===== config.mk =====
export PLATFORM = sky130hd
export DESIGN_NAME = cmp_control
export DESIGN_NICKNAME = d
export VERILOG_FILES = /design/src/cmp_pkg.sv /design/src/cmp_edge_detect.sv /design/src/cmp_control.sv
export VERILOG_INCLUDE_DIRS = /design/src
export SDC_FILE = /design/constraint.sdc
export NUM_CORES = 1
export LEC_CHECK = 0
export BUFFER_PORTS_ARGS = -buffer_cell sky130_fd_sc_hd__buf_2
export CORE_MARGIN = 2
export CORE_UTILIZATION = 42
export CTS_CLUSTER_SIZE = 30
export DETAILED_ROUTE_END_ITERATION = 10
export PLACE_DENSITY = 0.84
export SYNTH_ARGS = -nofsm -noshare
export SYNTH_HDL_FRONTEND = slang
export SYNTH_SLANG_ARGS = --single-unit

===== constraint.sdc =====
create_clock -name core_clk -period 3.2 [get_ports core_clk]
set_input_delay 0.64 -clock core_clk [delete_from_list [all_inputs] [get_ports core_clk]]
set_output_delay 0.64 -clock core_clk [all_outputs]
set_load 0.02 [all_outputs]

===== src/cmp_consts.svh =====
// register offsets, field positions, reset values and timing counts of the comparator control
`ifndef CMP_CONSTS_SVH
`define CMP_CONSTS_SVH

`define CTRL_OFFSET 12'h000
`define STATUS_OFFSET 12'h004
`define ENABLE_POS 15
`define PIN_DRIVE_POS 14
`define INVERT_POS 13
`define RESULT_POS 8
`define EDGE_HI_POS 7
`define EDGE_LO_POS 6
`define POS_SEL_POS 4
`define NEG_HI_POS 1
`define NEG_LO_POS 0
`define CTRL_WRITE_MASK 32'h0000E0D3
`define CTRL_RESET 32'h000000C3
`define SYNC_STAGES 2

`endif


===== src/cmp_pkg.sv =====
// types shared by the comparator control files
package cmp_pkg;

typedef enum logic [1:0] {
   edge_off_type = 2'h0,
   edge_rise_type = 2'h1,
   edge_fall_type = 2'h2,
   edge_both_type = 2'h3
} edge_sel_type;

typedef enum logic [1:0] {
   neg_own_neg_type = 2'h0,
   neg_own_pos_type = 2'h1,
   neg_other_pos_type = 2'h2,
   neg_bandgap_type = 2'h3
} neg_sel_type;

typedef struct packed {
   logic enable;
   logic pin_drive_enable;
   logic result_invert;
   edge_sel_type irq_edge_select;
   logic pos_input_select;
   neg_sel_type neg_input_select;
} ctrl_type;

typedef struct packed {
   logic [11:0] paddr;
   logic psel;
   logic penable;
   logic pwrite;
   logic [31:0] pwdata;
   logic [3:0] pstrb;
} apb_req_type;

typedef struct packed {
   logic pready;
   logic pslverr;
   logic [31:0] prdata;
} apb_rsp_type;

typedef struct packed {
   logic comp_enable;
   logic pos_route_ref;
   neg_sel_type neg_route;
} analog_ctl_type;

endpackage


===== src/cmp_edge_detect.sv =====
// synchroniser and edge event detector for the comparator result
`timescale 1ns/1ps
`default_nettype none
`include "cmp_consts.svh"

module cmp_edge_detect
   import cmp_pkg::*;
(
   input wire logic core_clk,
   input wire logic srst,
   input wire logic raw_result,
   input wire logic invert,
   input wire logic enable,
   input wire cmp_pkg::edge_sel_type edge_sel,
   output logic result,
   output logic event_pulse
);

   typedef struct packed {
      logic [`SYNC_STAGES-1:0] sync;
      logic prev;
      logic valid;
      logic pulse;
   } edge_state_type;

   edge_state_type state;
   edge_state_type next_state;
   logic level;
   logic rise;
   logic fall;

   always_comb
   begin
      next_state = state;
      next_state.sync = {state.sync[`SYNC_STAGES-2:0], raw_result};
      level = state.sync[`SYNC_STAGES-1] ^ invert;
      rise = state.valid && level && !state.prev;
      fall = state.valid && !level && state.prev;
      next_state.prev = level;
      next_state.valid = enable;
      unique case (edge_sel)
         edge_off_type: next_state.pulse = 1'b0;
         edge_rise_type: next_state.pulse = rise;
         edge_fall_type: next_state.pulse = fall;
         edge_both_type: next_state.pulse = rise | fall;
      endcase
      if (!enable)
      begin
         next_state.pulse = 1'b0;
      end
   end

   always_ff @(posedge core_clk)
   begin
      if (srst)
      begin
         state <= '0;
      end
      else
      begin
         state <= next_state;
      end
   end

   assign result = state.prev;
   assign event_pulse = state.pulse;

endmodule

`default_nettype wire


===== src/cmp_control.sv =====
// comparator control register, apb slave and output gating
//
// Operation
// - clearing enable powers down, other bits kept
// - pin drive enable drives result pin
// - invert bit inverts presented result
// - inversion also feeds edge detector
// - result bit reads presented result level
// - edge select field chooses interrupt edges
// - positive select routes reference or pin
// - negative select chooses inverting input
// - unused bits ignore writes, read zero
`timescale 1ns/1ps
`default_nettype none
`include "cmp_consts.svh"

module cmp_control
   import cmp_pkg::*;
(
   input wire logic core_clk,
   input wire logic srst,
   input wire cmp_pkg::apb_req_type apb_req,
   output cmp_pkg::apb_rsp_type apb_rsp,
   input wire logic raw_result,
   output cmp_pkg::analog_ctl_type analog_ctl,
   output logic result_pin_out,
   output logic result_pin_oe,
   output logic irq_event
);
   import cmp_pkg::*;

   typedef struct packed {
      ctrl_type ctrl;
      logic [31:0] prdata;
      logic pslverr;
      logic pin_out;
      logic pin_oe;
      analog_ctl_type analog;
   } top_state_type;

   top_state_type state;
   top_state_type next_state;
   logic result;
   logic event_pulse;
   logic setup;
   logic [31:0] ctrl_word;
   logic [31:0] merged;

   // ***********************************
   // register word packing
   // ***********************************
   function automatic logic [31:0] pack_ctrl(input ctrl_type c, input logic res);
      logic [31:0] w;
      w = 32'h00000000;
      w[`ENABLE_POS] = c.enable;
      w[`PIN_DRIVE_POS] = c.pin_drive_enable;
      w[`INVERT_POS] = c.result_invert;
      w[`RESULT_POS] = res;
      w[`EDGE_HI_POS:`EDGE_LO_POS] = c.irq_edge_select;
      w[`POS_SEL_POS] = c.pos_input_select;
      w[`NEG_HI_POS:`NEG_LO_POS] = c.neg_input_select;
      return w;
   endfunction

   function automatic ctrl_type unpack_ctrl(input logic [31:0] w);
      ctrl_type c;
      c.enable = w[`ENABLE_POS];
      c.pin_drive_enable = w[`PIN_DRIVE_POS];
      c.result_invert = w[`INVERT_POS];
      c.irq_edge_select = edge_sel_type'(w[`EDGE_HI_POS:`EDGE_LO_POS]);
      c.pos_input_select = w[`POS_SEL_POS];
      c.neg_input_select = neg_sel_type'(w[`NEG_HI_POS:`NEG_LO_POS]);
      return c;
   endfunction

   function automatic logic [31:0] strobe_mask(input logic [3:0] s);
      logic [31:0] m;
      m = 32'h00000000;
      for (int i = 0; i < 4; i++)
      begin
         m[i*8 +: 8] = {8{s[i]}};
      end
      return m;
   endfunction

   cmp_edge_detect u_edge (
      .core_clk(core_clk),
      .srst(srst),
      .raw_result(raw_result),
      .invert(state.ctrl.result_invert),
      .enable(state.ctrl.enable),
      .edge_sel(state.ctrl.irq_edge_select),
      .result(result),
      .event_pulse(event_pulse)
   );

   // ***********************************
   // next state
   // ***********************************
   always_comb
   begin
      next_state = state;
      setup = apb_req.psel && !apb_req.penable;
      ctrl_word = pack_ctrl(state.ctrl, result);
      merged = (ctrl_word & ~(strobe_mask(apb_req.pstrb) & `CTRL_WRITE_MASK))
         | (apb_req.pwdata & strobe_mask(apb_req.pstrb) & `CTRL_WRITE_MASK);
      if (apb_req.psel && apb_req.penable && apb_req.pwrite
         && apb_req.paddr == `CTRL_OFFSET)
      begin
         next_state.ctrl = unpack_ctrl(merged);
      end
      if (setup)
      begin
         next_state.pslverr = 1'b0;
         next_state.prdata = 32'h00000000;
         unique case (apb_req.paddr)
            `CTRL_OFFSET:
            begin
               next_state.prdata = ctrl_word;
            end
            `STATUS_OFFSET:
            begin
               next_state.prdata = 32'h00000000;
               next_state.prdata[`RESULT_POS] = result;
               next_state.prdata[0] = event_pulse;
               if (apb_req.pwrite)
               begin
                  next_state.pslverr = 1'b1;
               end
            end
            default:
            begin
               next_state.pslverr = 1'b1;
            end
         endcase
      end
      next_state.pin_out = result && state.ctrl.enable;
      next_state.pin_oe = state.ctrl.pin_drive_enable;
      next_state.analog.comp_enable = state.ctrl.enable;
      next_state.analog.pos_route_ref = state.ctrl.pos_input_select;
      next_state.analog.neg_route = state.ctrl.neg_input_select;
   end

   always_ff @(posedge core_clk)
   begin
      if (srst)
      begin
         state <= '0;
         state.ctrl <= unpack_ctrl(`CTRL_RESET);
         state.analog.neg_route <= neg_bandgap_type;
      end
      else
      begin
         state <= next_state;
      end
   end

   // one driver for the whole response: ready always high, no wait states
   assign apb_rsp = {1'b1, state.pslverr, state.prdata};
   assign analog_ctl = state.analog;
   assign result_pin_out = state.pin_out;
   assign result_pin_oe = state.pin_oe;
   assign irq_event = event_pulse;

endmodule

`default_nettype wire


==> summary.txt <==
Status
  • Status: finished, final reports clean

Timing
  • Minimum clock period: 1.56 ns
  • RSZ-0062 raised after global routing: no
  • Max-slew violations: 0
  • Final period util: 0.487
  • Setup TNS: 0 ns
  • Worst slew pin tran: 0.627 ns
  • Skew final: 0.00389 ns
  • Slew HR: 0.580
  • Endpoints failing setup: 0
  • Fin. Hold Viols: 0
  • Max Freq: 0.642 GHz

Worst setup path
  • CP delay by family, top: simple AND/OR/NAND/NOR gates
  • Crit-path cells: buf_2 -> nor4_4 -> and4_4 -> nand2_4 -> mux2_4
  • Setup CP Type: input pin to flip-flop
  • Critical-path top delay cell: nor4_4
  • Crit path max fanout: 5
  • Critical Path RT: around 3.4 ns
  • Worst R2R End: u_edge.event_pulse
  • Flop-to-flop setup slack: 2.22 ns
  • Arr. time, crit path: 1.78 ns
  • CP peak stage delay: 0.32 ns
  • Nature of the critical path endpoint: flip-flop
  • Worst Path Buf+Inv: 1
  • Startpoint types: input pin
  • Register-to-Register Path Depth: 3
  • WP depth: 5

Placed design
  • DP Cell Count: roughly 190
  • Post-DP HPWL: 1.64 mm
  • Area post-placement: between 0.001 and 0.0015 mm^2
  • GP Congestion: 0.770
  • Port Buffers: 44

Clock network
  • H-tree levels: 1
  • # clock sinks: 28
  • CTS-repair resized insts: 0
  • TritonCTS Buffers: 3
  • Root buf cell: clkbuf_4
  • CTS tree: built
  • Clock Path Buffers: 2
  • Worst-skew pair later-pin latency: 0.32 ns
  • CTS Hold Bufs: 0
  • Post-CTS Setup Bufs: 0
  • Clock Pin Slew Worst Setup and Hold Paths: 0.13 ns

Floorplanning
  • Die ar.: 0.00339 mm^2
  • Rows: 19
  • Core Region: 0.00278 mm^2
  • Initial Util: 0.444
  • Die H: between 50 and 60 um
  • Die Wd: around 58 um
  • Ports: 95

Power
  • P_leak: 0.721 nW
  • Clock network fraction of total power: 0.247
  • Worst ir drop on vdd: 329 uV
  • Comb pwr share: 0.119
  • PwrDens: 396 mW/mm^2
  • Total power: 0.000555 W
  • Sequential power share: 0.634
  • Switching pwr: 0.000141 W
  • Switching share of power: 0.254
  • Internal: 0.000414 W

Job
  • Max Cap Violations: 0

Logic synthesis
  • Top_reg_cell synth: dfxtp_1
  • Number of flops mapped to enable cells by yosys: 0
  • Dominant cell type by area after synthesis: dfxtp_1
  • Distinct cell type count after synthesis: 31
  • Asr flop ratio synth: 0
  • Post-Syn Area: 0.00123 mm^2
  • Synth warn: 0
  • Register area share after synthesis: 0.454
  • Top cells by area, synth: dfxtp_1 45%, buf_4 15%, a22o_1 5.7%
  • Synth top area share: 0.454
  • Yosys reg bits: 28
  • Post-synthesis instance total: 122
  • Syn Area/Cell: 10.1 um^2

Detailed routing
  • Vias: 900
  • 1st-iter DRT viols: 22
  • DR pass1 iterations: 4
  • Residual DRC count: 0
  • ANT nets after route: 0
  • Final wirelength: between 2 and 2.5 mm
  • Routed len/inst: 10.4 um
  • Vias/cell: 4.62

Finish
  • # diodes: 0
  • Layout cells sized above 1: 0.341
  • FF/Latch Area: 561 um^2
  • Footprint of the multi-input gates: 546 um^2
  • Final Util: 0.504
  • Design area: 0.00140 mm^2
  • Area grow syn2layout: 13.6%
  • Fin cells: 195
  • Nets: 220
  • Fill count: 262

Min path
  • Worst min path class: flip-flop to flip-flop
  • Hold EP: analog_ctl[1]
  • Min-Delay Path Depth: 2

Global route
  • First-pass GRT wire length: 3.08 mm
  • Initial antenna violation count: 0
  • Vias in the first global route: 734
  • Grt ovf: 0
  • Pin count of the biggest net entering global routing: 24
  • Total track usage: 0.118
[metal layers]
layer	global-route usage	vias up	wire length [um]
met5	0	-	0
met4	0.0598	0	44
met3	0.0246	5	141
met2	0.196	34	972
met1	0.144	406	863
li1	-	455	-
[cell type report]
type,instances,area share
multi-input combinational,85,0.389
timing repair buffer,44,0.157
sequential,28,0.400
inverter,4,0.0107
tap,31,0.0277
clock buffer,3,0.0161
[worst register-to-register path, cell delays in order (launching register included)]
cell and delay (ns):
dfxtp_1 0.39, xor2_1 0.23, o21ai_0 0.12, and3_1 0.16
[logic make-up (layout without fill, tap and decap cells)]
logic type             after synthesis  count (layout)  synth area share
other                                2              24           0.00608
multiplexers                         6               6            0.0537
AND/OR/NAND/NOR                     39              39             0.220
buffers and inverters               31              51             0.171
XOR/XNOR                             1               1           0.00709
flip-flops                          28              28             0.454
AO/OA/AOI/OAI                       15              15            0.0882
[synthesized netlist by cell type (all sizes together) (2+ instances only)]
library cell,instances
nand2,5
nor2b,7
mux2i,4
buf,26
a22o,8
nor3,3
a21oi,2
nand4,2
conb,2
nand4b,2
dfxtp,28
inv,4
mux2,2
nor4,2
nor2,12
o21ai,4
[how the worst max path moves through the flow]
stage                            from          end
after CTS                 apb_req[40]    flip-flop
after detailed placement  apb_req[40]    flip-flop
after global placement    apb_req[40]    flip-flop
after floorplan           apb_req[46]    flip-flop
final                     apb_req[40]    flip-flop
after global routing      apb_req[40]  apb_rsp[13]
[cells in the final DEF, fill, tap and decap left out]
master and instances:
nand3b_1 1, nand2_1 4, nor4_4 2, nand4_2 1
nor2_1 12, and3_1 1, o21ai_0 4, a21oi_1 2
and2_1 1, nor3_1 1, nand3_1 1, conb_1 24
dfxtp_1 28, buf_2 44, mux2_2 1, mux2i_1 4
o41ai_1 1, a22o_1 8, nand2_4 1, inv_1 4
nor3_4 1, xor2_1 1, nor3_2 1, and4b_1 1
and4_4 1, nand4_1 1, mux2_4 1, nand4b_1 2
nor2b_1 7, clkbuf_4 3
[through the flow]
step	hold slack (ns)	setup WS (ns)
after CTS	0.467	1.63
after floorplan	0.414	1.48
final	0.464	1.64
after global routing	0.485	1.59
after global placement	0.416	1.29
after detailed placement	0.444	1.28
[power by group through the flow]
| stage | combinational [W] | clock [W] | sequential, W |
|---|---|---|---|
| floorplan | 0.0000617 | 0 | 0.000361 |
| global placement | 0.0000649 | 0 | 0.000360 |
| detailed placement | 0.0000658 | 0 | 0.000360 |
| CTS | 0.0000659 | 0.000140 | 0.000352 |
| global route | 0.0000717 | 0.000153 | 0.000353 |
| finish | 0.0000660 | 0.000137 | 0.000352 |
Power figures use the tool's default switching activity.
